File: src/hw/clk_src_pkg.sv
// Shared constants for the system clock source selection block.
// Assumes a single 100 MHz register clock and an Avalon-MM slave bus.
package clk_src_pkg;

    // ==========================================================
    // Register map (byte addresses)
    localparam logic [3:0] OFS_OSC_CTL   = 4'h0;
    localparam logic [3:0] OFS_TRIM_CFG  = 4'h4;
    localparam logic [3:0] OFS_STATUS    = 4'h8;

    // ==========================================================
    // Oscillator control fields
    localparam int         BIT_INT_EN    = 7;
    localparam int         BIT_XTAL_EN   = 6;
    localparam int         BIT_WDOG_EN   = 5;
    localparam int         BIT_PFAIL_EN  = 4;
    localparam int         BIT_WFAIL_EN  = 3;
    localparam logic [7:0] OSC_CTL_RESET = 8'hA0;
    localparam logic [7:0] UNLOCK_KEY1   = 8'hE7;
    localparam logic [7:0] UNLOCK_KEY2   = 8'h18;

    // Trim/config and status fields
    localparam int         BIT_FILTER_EN = 8;
    localparam int         BIT_PFAIL_ST  = 0;
    localparam int         BIT_WFAIL_ST  = 1;

    // ==========================================================
    // Clock source codes
    localparam logic [2:0] SEL_INT_FAST  = 3'h0;
    localparam logic [2:0] SEL_INT_SLOW  = 3'h1;
    localparam logic [2:0] SEL_XTAL      = 3'h2;
    localparam logic [2:0] SEL_WDOG      = 3'h3;
    localparam logic [2:0] SEL_EXT       = 3'h4;
    localparam int         NUM_SRC       = 5;

    typedef enum logic [1:0] {
        LOCKED    = 2'h0,
        KEY1_SEEN = 2'h1,
        UNLOCKED  = 2'h3
    } lock_state_t;

    // ==========================================================
    // Timing
    localparam int CLK_PERIOD_NS      = 10;
    localparam int INT_START_NS       = 25000;
    localparam int INT_START_CYCLES   = INT_START_NS / CLK_PERIOD_NS;
    localparam int PFAIL_PERIOD_NS    = 1000000;
    localparam int PFAIL_CYCLES       = PFAIL_PERIOD_NS / CLK_PERIOD_NS;
    localparam int WDOG_FAIL_SYSCLKS  = 8004;
    localparam int TIMEOUT_W          = 17;

    function automatic logic sel_is_valid(input logic [2:0] sel);
        sel_is_valid = (sel <= SEL_EXT);
    endfunction : sel_is_valid

endpackage : clk_src_pkg

File: src/hw/edge_timeout.sv
// Counts ticks while no 'seen' event arrives; flags expiry once.
// Assumes seen is a single-cycle pulse and tick a pulse or held high, both on the same clock.
`timescale 1ns/10ps
module edge_timeout
    import clk_src_pkg::*;
#(
    parameter int LIMIT = 8004
) (
    input  wire logic clock,
    input  wire logic rst_n,
    input  wire logic enable,
    input  wire logic tick,
    input  wire logic seen,
    output logic      expired
);
    localparam logic [TIMEOUT_W-1:0] LIM_V  = TIMEOUT_W'(LIMIT);
    localparam logic [TIMEOUT_W-1:0] LIM_M1 = TIMEOUT_W'(LIMIT - 1);

    logic [TIMEOUT_W-1:0] cnt_r;
    logic [TIMEOUT_W-1:0] cnt_nxt;
    logic                 exp_r;
    logic                 exp_nxt;

    // ==========================================================
    // Counter
    // Parks at the limit so a dead clock reports only once
    always_comb begin
        cnt_nxt = cnt_r;
        exp_nxt = 1'b0;
        if (!enable || seen) begin
            cnt_nxt = '0;
        end else if (tick && cnt_r != LIM_V) begin
            cnt_nxt = cnt_r + 1'b1;
            exp_nxt = (cnt_r == LIM_M1);
        end
    end

    always_ff @(posedge clock or negedge rst_n) begin
        if (!rst_n) begin
            cnt_r <= '0;
            exp_r <= 1'b0;
        end else begin
            cnt_r <= cnt_nxt;
            exp_r <= exp_nxt;
        end
    end

    assign expired = exp_r;

    AST_TIMEOUT_AT_LIMIT: assert property (@(posedge clock) disable iff (!rst_n)
        exp_r |-> (cnt_r == LIM_V) && $past(enable) && !$past(seen))
        else $error("timeout flagged before limit");

endmodule : edge_timeout

File: src/hw/sysclk_glitchless_mux.sv
// Glitch-free selection among sampled source clock levels.
// Assumes src_lvl already passed a two-stage synchroniser.
`timescale 1ns/10ps
module sysclk_glitchless_mux
    import clk_src_pkg::*;
(
    input  wire logic               clock,
    input  wire logic               rst_n,
    input  wire logic [NUM_SRC-1:0] src_lvl,
    input  wire logic [2:0]         target,
    input  wire logic               allow,
    input  wire logic               force_sw,
    output logic                    sysclk_out,
    output logic [2:0]              cur_sel
);
    logic [2:0] cur_r;
    logic [2:0] cur_nxt;
    logic       out_r;
    logic       out_nxt;

    // ==========================================================
    // Switch only with both clocks low; a forced switch ignores
    // the old clock since it may be stuck high after a failure.
    always_comb begin
        cur_nxt = cur_r;
        if (target != cur_r && allow && sel_is_valid(target) && !src_lvl[target]
            && (!src_lvl[cur_r] || force_sw)) begin
            cur_nxt = target;
        end
        out_nxt = src_lvl[cur_nxt];
    end

    always_ff @(posedge clock or negedge rst_n) begin
        if (!rst_n) begin
            cur_r <= SEL_INT_FAST;
            out_r <= 1'b0;
        end else begin
            cur_r <= cur_nxt;
            out_r <= out_nxt;
        end
    end

    assign sysclk_out = out_r;
    assign cur_sel    = cur_r;

    AST_SWITCH_WHILE_LOW: assert property (@(posedge clock) disable iff (!rst_n)
        $changed(cur_r) |-> !out_r && !$past(src_lvl[cur_r]))
        else $error("clock switched while a clock was high");

    CV_SWITCH: cover property (@(posedge clock) disable iff (!rst_n) $changed(cur_r));

endmodule : sysclk_glitchless_mux

File: src/hw/system_clock_source_select.sv
// System clock source control: locked control register, trim and
// option capture, failure detection and glitch-free source switch.
// Assumes option inputs are static and on the register clock; the
// oscillator clocks arrive asynchronously and are sampled here.
//
// Decided for this implementation: the Avalon-MM register port and the register addresses.
`timescale 1ns/10ps
module system_clock_source_select
    import clk_src_pkg::*;
#(
    parameter int PFAIL_LIMIT = PFAIL_CYCLES
) (
    input  wire logic        clock,
    input  wire logic        rst_n,
    input  wire logic [3:0]  address,
    input  wire logic        read,
    input  wire logic        write,
    input  wire logic [31:0] writedata,
    input  wire logic [3:0]  byteenable,
    output logic      [31:0] readdata,
    output logic             waitrequest,
    input  wire logic        int_fast_clk,
    input  wire logic        int_slow_clk,
    input  wire logic        xtal_clk,
    input  wire logic        wdog_clk,
    input  wire logic        ext_clock_pin,
    input  wire logic        crystal_reset_disable_opt,
    input  wire logic [1:0]  opt_osc_mode,
    input  wire logic [7:0]  opt_trim,
    output logic             internal_osc_en,
    output logic             crystal_osc_en,
    output logic             wdog_osc_en,
    output logic [1:0]       osc_mode,
    output logic [7:0]       int_osc_trim,
    output logic             xtal_filter_en,
    output logic             sysclk_out,
    output logic [2:0]       sysclk_source_sel,
    output logic             primary_fail_nmi,
    output logic             wdog_fail_nmi
);
    localparam logic [11:0] START_MAX = 12'(INT_START_CYCLES);

    // ==========================================================
    // Declarations
    logic [NUM_SRC-1:0] meta_r;
    logic [NUM_SRC-1:0] sync_r;
    logic               sys_d_r;
    logic               wd_d_r;
    logic               sys_rise;
    logic               wd_rise;

    lock_state_t        lock_r,    lock_nxt;
    logic [7:0]         ctl_r,     ctl_nxt;
    logic [8:0]         trim_r,    trim_nxt;
    logic [1:0]         mode_r,    mode_nxt;
    logic               boot_r,    boot_nxt;
    logic               pfail_r,   pfail_nxt;
    logic               wfail_r,   wfail_nxt;
    logic               pnmi_r,    pnmi_nxt;
    logic               wnmi_r,    wnmi_nxt;
    logic               ack_r,     ack_nxt;
    logic [31:0]        rdata_r,   rdata_nxt;
    logic [11:0]        start_r,   start_nxt;
    logic               force_r,   force_nxt;

    logic               req;
    logic               wr_ctl;
    logic               wr_trim;
    logic               wr_stat;
    logic               p_exp;
    logic               w_exp;
    logic               p_det_en;
    logic               w_det_en;
    logic               int_ready;
    logic               mux_allow;
    logic [2:0]         cur_sel;
    logic [2:0]         src_sel_w;

    // ==========================================================
    // Source sampling
    // Two stages before any logic looks at an oscillator level
    always_ff @(posedge clock or negedge rst_n) begin
        if (!rst_n) begin
            meta_r  <= '0;
            sync_r  <= '0;
            sys_d_r <= 1'b0;
            wd_d_r  <= 1'b0;
        end else begin
            meta_r  <= {ext_clock_pin, wdog_clk, xtal_clk, int_slow_clk, int_fast_clk};
            sync_r  <= meta_r;
            sys_d_r <= sysclk_out;
            wd_d_r  <= sync_r[SEL_WDOG];
        end
    end

    assign sys_rise = sysclk_out && !sys_d_r;
    assign wd_rise  = sync_r[SEL_WDOG] && !wd_d_r;

    // ==========================================================
    // Bus decode
    // Every access waits exactly one cycle
    assign req         = read || write;
    assign waitrequest = req && !ack_r;
    assign wr_ctl      = write && ack_r && address == OFS_OSC_CTL && byteenable[0];
    assign wr_trim     = write && ack_r && address == OFS_TRIM_CFG;
    assign wr_stat     = write && ack_r && address == OFS_STATUS && byteenable[0];

    // ==========================================================
    // Failure detectors
    // Watchdog failure blinds primary detection, as recovery needs it
    assign p_det_en = ctl_r[BIT_PFAIL_EN] && !wfail_r && cur_sel != SEL_WDOG;
    assign w_det_en = ctl_r[BIT_WFAIL_EN] && ctl_r[BIT_WDOG_EN] && cur_sel != SEL_WDOG;

    edge_timeout #(.LIMIT(PFAIL_LIMIT)) u_primary_timeout (
        .clock(clock), .rst_n(rst_n), .enable(p_det_en), .tick(1'b1), .seen(sys_rise), .expired(p_exp)
    );

    edge_timeout #(.LIMIT(WDOG_FAIL_SYSCLKS)) u_wdog_timeout (
        .clock(clock), .rst_n(rst_n), .enable(w_det_en), .tick(sys_rise), .seen(wd_rise), .expired(w_exp)
    );

    // ==========================================================
    // Control, lock and status state
    always_comb begin
        lock_nxt  = lock_r;
        ctl_nxt   = ctl_r;
        trim_nxt  = trim_r;
        mode_nxt  = mode_r;
        boot_nxt  = 1'b1;
        pfail_nxt = pfail_r;
        wfail_nxt = wfail_r;
        pnmi_nxt  = 1'b0;
        wnmi_nxt  = 1'b0;
        force_nxt = 1'b0;
        if (!boot_r) begin
            ctl_nxt[BIT_XTAL_EN] = !crystal_reset_disable_opt;
            trim_nxt             = {1'b0, opt_trim};
            mode_nxt             = opt_osc_mode;
        end
        if (wr_ctl) begin
            case (lock_r)
                LOCKED: begin
                    if (writedata[7:0] == UNLOCK_KEY1) begin
                        lock_nxt = KEY1_SEEN;
                    end
                end
                KEY1_SEEN: begin
                    if (writedata[7:0] == UNLOCK_KEY2) begin
                        lock_nxt = UNLOCKED;
                    end else if (writedata[7:0] != UNLOCK_KEY1) begin
                        lock_nxt = LOCKED;
                    end
                end
                UNLOCKED: begin
                    lock_nxt          = LOCKED;
                    ctl_nxt[7:3]      = writedata[7:3];
                    if (sel_is_valid(writedata[2:0])) begin
                        ctl_nxt[2:0] = writedata[2:0];
                    end
                end
                default: begin
                    lock_nxt = LOCKED;
                end
            endcase
        end
        if (wr_trim && byteenable[0]) begin
            trim_nxt[7:0] = writedata[7:0];
        end
        if (wr_trim && byteenable[1]) begin
            trim_nxt[BIT_FILTER_EN] = writedata[BIT_FILTER_EN];
        end
        // Set beats the write-one clear in the same cycle
        if (wr_stat && writedata[BIT_PFAIL_ST]) begin
            pfail_nxt = 1'b0;
        end
        if (wr_stat && writedata[BIT_WFAIL_ST]) begin
            wfail_nxt = 1'b0;
        end
        if (p_exp) begin
            pfail_nxt = 1'b1;
            pnmi_nxt  = 1'b1;
            if (ctl_r[BIT_WDOG_EN]) begin
                ctl_nxt[2:0] = SEL_WDOG;
                force_nxt    = 1'b1;
            end
        end
        if (w_exp) begin
            wfail_nxt = 1'b1;
            wnmi_nxt  = 1'b1;
        end
    end

    always_ff @(posedge clock or negedge rst_n) begin
        if (!rst_n) begin
            lock_r  <= LOCKED;
            ctl_r   <= OSC_CTL_RESET;
            trim_r  <= '0;
            mode_r  <= '0;
            boot_r  <= 1'b0;
            pfail_r <= 1'b0;
            wfail_r <= 1'b0;
            pnmi_r  <= 1'b0;
            wnmi_r  <= 1'b0;
            force_r <= 1'b0;
        end else begin
            lock_r  <= lock_nxt;
            ctl_r   <= ctl_nxt;
            trim_r  <= trim_nxt;
            mode_r  <= mode_nxt;
            boot_r  <= boot_nxt;
            pfail_r <= pfail_nxt;
            wfail_r <= wfail_nxt;
            pnmi_r  <= pnmi_nxt;
            wnmi_r  <= wnmi_nxt;
            force_r <= force_nxt;
        end
    end

    // ==========================================================
    // Internal oscillator start-up
    // Sources on the internal oscillator are held off until ready
    always_comb begin
        start_nxt = '0;
        if (ctl_r[BIT_INT_EN]) begin
            start_nxt = (start_r == START_MAX) ? start_r : start_r + 1'b1;
        end
    end

    always_ff @(posedge clock or negedge rst_n) begin
        if (!rst_n) begin
            start_r <= '0;
        end else begin
            start_r <= start_nxt;
        end
    end

    assign int_ready = (start_r == START_MAX);
    assign src_sel_w = ctl_r[2:0];
    assign mux_allow = force_r || int_ready
                       || !(src_sel_w == SEL_INT_FAST || src_sel_w == SEL_INT_SLOW);

    sysclk_glitchless_mux u_mux (
        .clock(clock), .rst_n(rst_n), .src_lvl(sync_r), .target(src_sel_w),
        .allow(mux_allow), .force_sw(force_r), .sysclk_out(sysclk_out), .cur_sel(cur_sel)
    );

    // ==========================================================
    // Bus answer
    always_comb begin
        ack_nxt   = req && !ack_r;
        rdata_nxt = rdata_r;
        if (read && !ack_r) begin
            case (address)
                OFS_OSC_CTL:  rdata_nxt = {24'h0, ctl_r};
                OFS_TRIM_CFG: rdata_nxt = {23'h0, trim_r};
                OFS_STATUS:   rdata_nxt = {22'h0, mode_r, lock_r, int_ready, cur_sel, wfail_r, pfail_r};
                default:      rdata_nxt = 32'h0;
            endcase
        end
    end

    always_ff @(posedge clock or negedge rst_n) begin
        if (!rst_n) begin
            ack_r   <= 1'b0;
            rdata_r <= '0;
        end else begin
            ack_r   <= ack_nxt;
            rdata_r <= rdata_nxt;
        end
    end

    assign readdata          = rdata_r;
    assign internal_osc_en   = ctl_r[BIT_INT_EN];
    assign crystal_osc_en    = ctl_r[BIT_XTAL_EN];
    assign wdog_osc_en       = ctl_r[BIT_WDOG_EN];
    assign osc_mode          = mode_r;
    assign int_osc_trim      = trim_r[7:0];
    assign xtal_filter_en    = trim_r[BIT_FILTER_EN];
    assign sysclk_source_sel = cur_sel;
    assign primary_fail_nmi  = pnmi_r;
    assign wdog_fail_nmi     = wnmi_r;

    // ==========================================================
    // Checks
    AST_KEY1_ADVANCES: assert property (@(posedge clock) disable iff (!rst_n)
        wr_ctl && lock_r == LOCKED && writedata[7:0] == UNLOCK_KEY1 |=> lock_r == KEY1_SEEN)
        else $error("first key did not advance lock");

    AST_LOCKED_HOLDS: assert property (@(posedge clock) disable iff (!rst_n)
        wr_ctl && lock_r != UNLOCKED && !p_exp |=> $stable(ctl_r))
        else $error("locked control register changed");

    AST_RESERVED_KEEPS: assert property (@(posedge clock) disable iff (!rst_n)
        wr_ctl && lock_r == UNLOCKED && !sel_is_valid(writedata[2:0]) && !p_exp
        |=> $stable(ctl_r[2:0]) && lock_r == LOCKED)
        else $error("reserved code changed source");

    AST_PFAIL_FORCES: assert property (@(posedge clock) disable iff (!rst_n)
        p_exp && ctl_r[BIT_WDOG_EN] |=> primary_fail_nmi && pfail_r && ctl_r[2:0] == SEL_WDOG)
        else $error("primary failure did not force watchdog clock");

    AST_WFAIL_NO_SWITCH: assert property (@(posedge clock) disable iff (!rst_n)
        w_exp && !p_exp && !wr_ctl |=> wdog_fail_nmi && wfail_r && $stable(ctl_r[2:0]))
        else $error("watchdog failure switched source");

    AST_INT_START: assert property (@(posedge clock) disable iff (!rst_n)
        internal_osc_en && !int_ready && $past(rst_n) |=> !internal_osc_en || start_r == $past(start_r) + 12'h001)
        else $error("internal oscillator start count stalled");

    AST_NO_AUTO_PWRDN: assert property (@(posedge clock) disable iff (!rst_n)
        $fell(internal_osc_en) |-> $past(wr_ctl) && $past(lock_r) == UNLOCKED)
        else $error("internal oscillator stopped without write");

    AST_BUS_ONE_WAIT: assert property (@(posedge clock) disable iff (!rst_n)
        req && !ack_r |=> !waitrequest)
        else $error("bus answer late");

    CV_UNLOCK_WRITE: cover property (@(posedge clock) disable iff (!rst_n) wr_ctl && lock_r == UNLOCKED);
    CV_PFAIL: cover property (@(posedge clock) disable iff (!rst_n) primary_fail_nmi);
    CV_WFAIL: cover property (@(posedge clock) disable iff (!rst_n) wdog_fail_nmi);

endmodule : system_clock_source_select

File: config.mk
export PLATFORM = sky130hd
export DESIGN_NAME = system_clock_source_select
export DESIGN_NICKNAME = d
export VERILOG_FILES = /design/src/hw/clk_src_pkg.sv /design/src/hw/edge_timeout.sv /design/src/hw/sysclk_glitchless_mux.sv /design/src/hw/system_clock_source_select.sv
export SDC_FILE = /design/constraint.sdc
export NUM_CORES = 1
export LEC_CHECK = 0
export ABC_AREA = 1
export ABC_CLOCK_PERIOD_IN_PS = 1600
export BUFFER_PORTS_ARGS = -buffer_cell sky130_fd_sc_hd__buf_2
export CORE_MARGIN = 2
export CORE_UTILIZATION = 51
export CTS_BUF_LIST = sky130_fd_sc_hd__clkbuf_4 sky130_fd_sc_hd__clkbuf_8
export CTS_CLUSTER_DIAMETER = 120
export DETAILED_ROUTE_END_ITERATION = 10
export PLACE_DENSITY = 0.78
export SYNTH_ARGS = -nofsm -noshare
export SYNTH_HDL_FRONTEND = slang
export SYNTH_SLANG_ARGS = --single-unit
File: constraint.sdc
create_clock -name clock -period 1.6 [get_ports clock]
set_input_delay 0.16 -clock clock [delete_from_list [all_inputs] [get_ports clock]]
set_output_delay 0.16 -clock clock [all_outputs]
set_load 0.005 [all_outputs]
# [After elaboration in Yosys (flattened, before gate mapping)]
# Index checks and enable logic that the tools add are counted.
[totals] wordCells=141 output_inout_bits=53 reg_bits=124
[classes] n_reduce_logical=49 n_eq_ne=20 muxes=39 n_lt_le_gt_ge=5 n_addsub=3
[ops] op="17-bit 2-to-1 mux" count=4
[ops] op="17-bit by 1-bit adder with 17-bit output, second input constant" count=2
[ops] op="10-bit one-hot mux with 3 select lines" count=1
[ops] op="12-bit 2-to-1 mux" count=2
[ops] op="1-bit logical AND" count=23
[ops] op="17-bit by 13-bit equality test with 1-bit output, second input constant" count=1
[ops] op="17-bit equality test, second input constant" count=1
[ops] op="1-bit 2-to-1 mux" count=17
[ops] op="17-bit by 13-bit != test with 1-bit output, second input constant" count=1
[ops] op="17-bit != test, second input constant" count=1
[ops] op="7-bit 2-to-1 mux" count=2
[ops] op="12-bit by 1-bit adder with 12-bit output, second input constant" count=1
[ops] op="12-bit equality test, second input constant" count=1
[ops] op="3-bit by 4-bit < comparator with 1-bit output, second input constant" count=3
[ops] op="3-bit 2-to-1 mux" count=4
[ops] op="1-bit logical NOT" count=10
[ops] op="1-bit binary-select mux with 3-bit select" count=3
[ops] op="9-bit 2-to-1 mux" count=1
[ops] op="8-bit by 5-bit equality test with 1-bit output, second input constant" count=1
[ops] op="8-bit equality test, second input constant" count=1
[ops] op="8-bit 2-to-1 mux" count=1
[ops] op="8-bit != test, second input constant" count=1
[ops] op="2-bit nonzero test" count=4
[ops] op="1-bit logical OR" count=7
[ops] op="other kinds (18)" count=23

# [Longest topological paths before layout]
[logic_depth] ltp_word=11 ltp_mapped=15 mapped_depth_nobuf=15

# [Modules after synthesis]
# A second synthesis with hierarchy kept.
[unflattened] cells_unflattened=837 area_unflattened_um2=6097.1
[by_module_without_submodules] module="system_clock_source_select" n_inst=1 cells_each=388 seq_area_each_um2=1554.0 area_each_um2=3119.2
[by_module_without_submodules] module="edge_timeout (u_primary_timeout)" n_inst=1 cells_each=195 seq_area_each_um2=450.4 area_each_um2=1293.7
[by_module_without_submodules] module="edge_timeout (u_wdog_timeout)" n_inst=1 cells_each=190 seq_area_each_um2=450.4 area_each_um2=1283.7
[by_module_without_submodules] module="sysclk_glitchless_mux" n_inst=1 cells_each=64 seq_area_each_um2=100.1 area_each_um2=400.4

# [Worst setup path before layout]
# No wires, ideal clock.
[synth_timing] kind="register -> register" start="register start_r[0]" end="register u_mux.out_r (netlist: u_mux.sysclk_out)" setup_ns=0.116 synth_period_minus_slack_ns=1.634 arrival_time_ns=1.517 path_slack_ns=-0.034 path_stages_with_launch=16 path_cell_list="dfrtp_1 inv_1 ha_1 nand2_1 nor2_1 nand3_2 nand2_1 nand2_1 nand2_2 nand2_2 nand2_1 nand3_1 nand3_1 nand2_1 nand2_1 nand2_1"
[synth_between] elab_chain_cells=10
[synth_rtl] item="from (decl)" line="system_clock_source_select.sv:63" text="logic [11:0] start_r, start_nxt;"
[synth_rtl] item="from (signal assigned)" line="system_clock_source_select.sv:233" text="start_r <= start_nxt;"
[synth_rtl] item="12-bit equality test" line="system_clock_source_select.sv:237" text="assign int_ready = (start_r == START_MAX);"
[synth_rtl] item="1-bit logical OR" line="system_clock_source_select.sv:239" text="assign mux_allow = force_r || int_ready"
[synth_rtl] item="1-bit logical OR" line="system_clock_source_select.sv:240" text="|| !(src_sel_w == SEL_INT_FAST || src_sel_w == SEL_INT_SLOW);"
[synth_rtl] item="1-bit logical AND (3 in a row)" line="sysclk_glitchless_mux.sv:26" text="if (target != cur_r && allow && sel_is_valid(target) && !src_lvl[target]"
[synth_rtl] item="1-bit logical AND" line="sysclk_glitchless_mux.sv:27" text="&& (!src_lvl[cur_r] || force_sw)) begin"
[synth_rtl] item="3-bit 2-to-1 mux" line="sysclk_glitchless_mux.sv:26"
[synth_rtl] item="1-bit binary-select mux with 3-bit select" line="sysclk_glitchless_mux.sv:30" text="out_nxt = src_lvl[cur_nxt];"
[synth_rtl] item="1-bit 2-to-1 mux (implied by the code)" line="sysclk_glitchless_mux.sv:30"
[synth_rtl] item="via u_mux.out_nxt" line="sysclk_glitchless_mux.sv:19" text="logic out_nxt;"
[synth_rtl] item="to (signal assigned)" line="sysclk_glitchless_mux.sv:39" text="out_r <= out_nxt;"
[synth_rtl] item="to (decl)" line="sysclk_glitchless_mux.sv:18" text="logic out_r;"
# The timed path passes the listed nets, and every way through them passes these cells. The select of a mux whose other input is x is not followed.
# A chain may end at the register's enable or synchronous reset.

# [Worst setup path after layout]
[layout_timing] start="register u_wdog_timeout.cnt_r[0]" end="register u_wdog_timeout.cnt_r[14]"
[layout_between] elab_chain_cells=3
[layout_rtl] item="from (decl)" line="edge_timeout.sv:19" text="logic [TIMEOUT_W-1:0] cnt_r;"
[layout_rtl] item="from (signal assigned)" line="edge_timeout.sv:43" text="cnt_r <= cnt_nxt;"
[layout_rtl] item="17-bit by 1-bit adder with 17-bit output or 17-bit by 13-bit != test with 1-bit output (tied branches)" line="edge_timeout.sv:33, edge_timeout.sv:32"
[layout_rtl] item="17-bit 2-to-1 mux or 1-bit logical AND (tied branches)" line="edge_timeout.sv:32" text="end else if (tick && cnt_r != LIM_V) begin"
[layout_rtl] item="17-bit 2-to-1 mux or 2-bit nonzero test (tied branches)"
# Parallel ways exist; a longest one is shown, timed or not. The select of a mux whose other input is x is not followed.

==> results_dict.tcl <==
set metrics [dict create \
    die_height_um 106 \
    fmax_mhz 569 \
    fin_total_pwr_mw 5.87 \
    cts.sinks 102 \
    fin_util_pct 68.7 \
    n_antenna_cell 0 \
    yosys.cell_types.count 43 \
    synth_ff_type "dfrtp_1" \
    violations "setup timing" \
    cp_cell_sequence "ha_4, nand3_4, nor2_4, buf_4, buf_6, nand2_4, nor4_4, xor2_1, nand3_1, nand2_1" \
    peakVddDrop_v 0.000502 \
    dp_cells 883 \
    cp-start-kind "flop" \
    syn_avg_cell_area_um2 8.29 \
    routed_wl_um 14400 \
    design_area_um2 7030 \
    h-tree-depth 3 \
    io-pin-count 113 \
    drtIter0Drc 391 \
    ys_ff_latch 102 \
    cp.required_ns 1.90 \
    cp-end-kind "flop" \
    place_congestion 0.906 \
    power.density_nw_per_um2 834 \
    placed_area_um2 6130 \
    finalHoldViolations 0 \
    cp_num_cells 10 \
    r2r_end "u_wdog_timeout.cnt_r[14]$_DFFE_PN0P_" \
    synth_seq_area_share_pct 48.1 \
    worstReg2RegStart "u_wdog_timeout.cnt_r[0]$_DFFE_PN0P_" \
    num_rows 37 \
    async_reset_ff_share_pct 100 \
    arrival_ns 2.06 \
    min_from "writedata[8]" \
    clkLatencyLatePin_ns 0.38 \
    startpoint "u_wdog_timeout.cnt_r[0]$_DFFE_PN0P_" \
    cts_root_buf "clkbuf_8" \
    dp_slack_ns -0.121 \
    clk_pin_slew_ns 0.11 \
    yosys-top-cells-area "dfrtp_1, nand2_1, nand3_1" \
    ant_nets 0 \
    area_delta_synth_final_pct 32.3 \
    nets 852 \
    initial_utilization_pct 52.0 \
    track_usage_pct 23.5 \
    maxCapViolations 0 \
    min_period_over_period_pct 110 \
    crit_fanout 3 \
    cts_tree "yes" \
    crit_family "simple AND/OR/NAND/NOR gates" \
    worst-path-buf-inv 2 \
    finClkSkew_ns 0.0189 \
    slew_violations 0 \
    setup_viol 31 \
    path_class "flop to flop" \
    drc 0 \
    grt_pass1_vias 4680 \
    synth.largest_area_cell "dfrtp_1" \
    regToRegSetupSlack_ns -0.16 \
    core_area_um2 10200 \
    worst_path_largest_cell_delay_ns 0.43 \
    min_period_ns 1.76 \
    rr_worst_depth 10 \
    holdPathStages 3 \
    drive_gt1_share_pct 32.4 \
    status "complete, but fails checks" \
    via_per_inst 5.41 \
    globalRouteOverflowTotal 0 \
    die_w_um 106 \
    cts_buffers 9 \
    synth_edf_count 0 \
    post-dp-hpwl_um 9320 \
    rsz0062_at_grt "true" \
    grt_antenna_before_repair 0 \
    grt_pass1_wl_um 21300 \
    portBuffers 65 \
    power.leakage_nw 3.30 \
    ys_warn_count 0 \
    worst_path_max_delay_cell "dfrtp_1" \
    syn_area_um2 5320 \
    ctsLongestPathBuffers 2 \
    vias 5011 \
    holdPathEnd "trim_r[8]$_DFFE_PN0P_" \
    postSynthCellCount 641 \
    layoutNonFillerInstCount 927 \
    grt_max_degree 38 \
    wl_per_cell_um 15.6 \
    hold_class "input pin to flop" \
    yosysTopAreaCellShare_pct 47.1 \
    drtPass1Iterations 5 \
    dieArea_um2 11300 \
    setup_slack_ns -0.158 \
]
[power breakdown]
part | internal, mW | switching, mW | leakage, nW
Sequential | 2.71 | 0.124 | 1.33
Combinational | 0.484 | 0.725 | 1.85
Clock | 0.922 | 0.901 | 0.116
Total | 4.11 | 1.75 | 3.30
[layer usage]
layer	up-vias	share of wire (%)	track usage (%)
met1	2435	41	28.7
met4	0	1.6	6.02
met5	-	0	0
li1	2369	-	-
met3	30	5.0	5.58
met2	177	52	41.8
[worst max path at each step]
stage                                                 to
global route                  u_mux.sysclk_out$_DFF_PN0_
finish              u_wdog_timeout.cnt_r[14]$_DFFE_PN0P_
CTS                 u_wdog_timeout.cnt_r[16]$_DFFE_PN0P_
global placement              u_mux.sysclk_out$_DFF_PN0_
floorplan            u_wdog_timeout.cnt_r[6]$_DFFE_PN0P_
detailed placement  u_wdog_timeout.cnt_r[15]$_DFFE_PN0P_
[cells in the mapped netlist (3+ instances only)]
library cell,instances
o21ai_0,37
nor4_2,4
xor2_1,8
nor2_2,5
nand4_1,9
nand3_1,64
buf_4,23
clkbuf_1,9
nand3_2,5
nand2_1,106
and3_1,3
nor3_2,3
a21oi_1,33
a31oi_1,3
nor3_1,17
inv_2,12
nor4_1,7
o22ai_1,6
ha_1,6
buf_2,4
nor2_1,47
o31ai_1,4
o211ai_1,10
nand2_2,4
inv_1,77
o21ai_1,10
o21a_1,3
dfrtp_1,100
[repair_timing]
item | CTS | global route
gates resized for setup | 23 | 79
endpoints found under the setup margin | 21 | 42
setup buffers | 7 | 13
hold buffers | 8 | 0
pin swaps | 6 | 27
cloned | 0 | 1
endpoints found under the hold margin | 35 | 0
[cell usage in the layout, fill, tap and decap left out, drive strengths merged, types with 2 or more instances in the layout]
master,synthesis,final
buf,27,140
xnor2,2,2
a31oi,3,3
a221oi,2,2
and3,3,3
o31ai,4,4
o211ai,10,10
dlygate4sd3,0,8
nand4,10,10
nand3,69,69
conb,2,23
o21ai,49,49
clkinv,0,3
ha,6,6
nor4,12,12
xor2,8,8
dfstp,2,2
clkbuf,9,11
a21oi,35,35
nand2,110,110
or2,2,2
nor3,20,20
o21bai,2,2
o22ai,6,6
dfrtp,100,100
nor2,53,53
o21a,3,3
bufinv,0,2
inv,89,90
[through the flow]
step | hold WS, ns | TNS, ns
floorplan | -0.136 | -0.0374
global placement | 0.122 | -0.195
detailed placement | 0.129 | -0.940
CTS | 0.0259 | -0.489
global route | 0.0521 | -5.26
finish | 0.0360 | -1.95
[registers in the layout (all words and copies together) (netlist names), 2 cells and up]
name and cells:
meta_r 5, u_wdog_timeout.cnt_r 17, osc_mode 2, ctl_r 8, u_mux.cur_sel 3, trim_r 9, lock_r 2, readdata 10
sync_r 5, u_primary_timeout.cnt_r 17, start_r 12
[kinds of logic after synthesis]
family / count (synthesis) / share of synthesized area [%]
AO/OA/AOI/OAI: 115 / 12.4
AND/OR/NAND/NOR: 281 / 25.8
XOR/XNOR: 10 / 1.65
buffers and inverters: 125 / 10.5
adder cells (fa/ha/maj): 6 / 1.41
flip-flops: 102 / 48.1
other: 2 / 0.141
[worst register-to-register path, stage by stage (launching register included)]
cell	delay [ns]
dfrtp_1	0.43
ha_4	0.18
nand3_4	0.10
nor2_4	0.13
buf_4	0.12
buf_6	0.09
nand2_4	0.05
nor4_4	0.23
xor2_1	0.17
nand3_1	0.09
nand2_1	0.08
[area by class of cell]
cell class | instances | area [µm²]
Timing Repair Buffer | 149 | 1070
Clock buffer | 10 | 138
Fill cell | 773 | 3200
Clock inverter | 6 | 83.8
Tap cell | 136 | 170
Inverter | 89 | 337
Sequential cell | 102 | 2560
Multi-Input combinational cell | 435 | 2680
No activity file was read; power rests on OpenSTA's default activity.
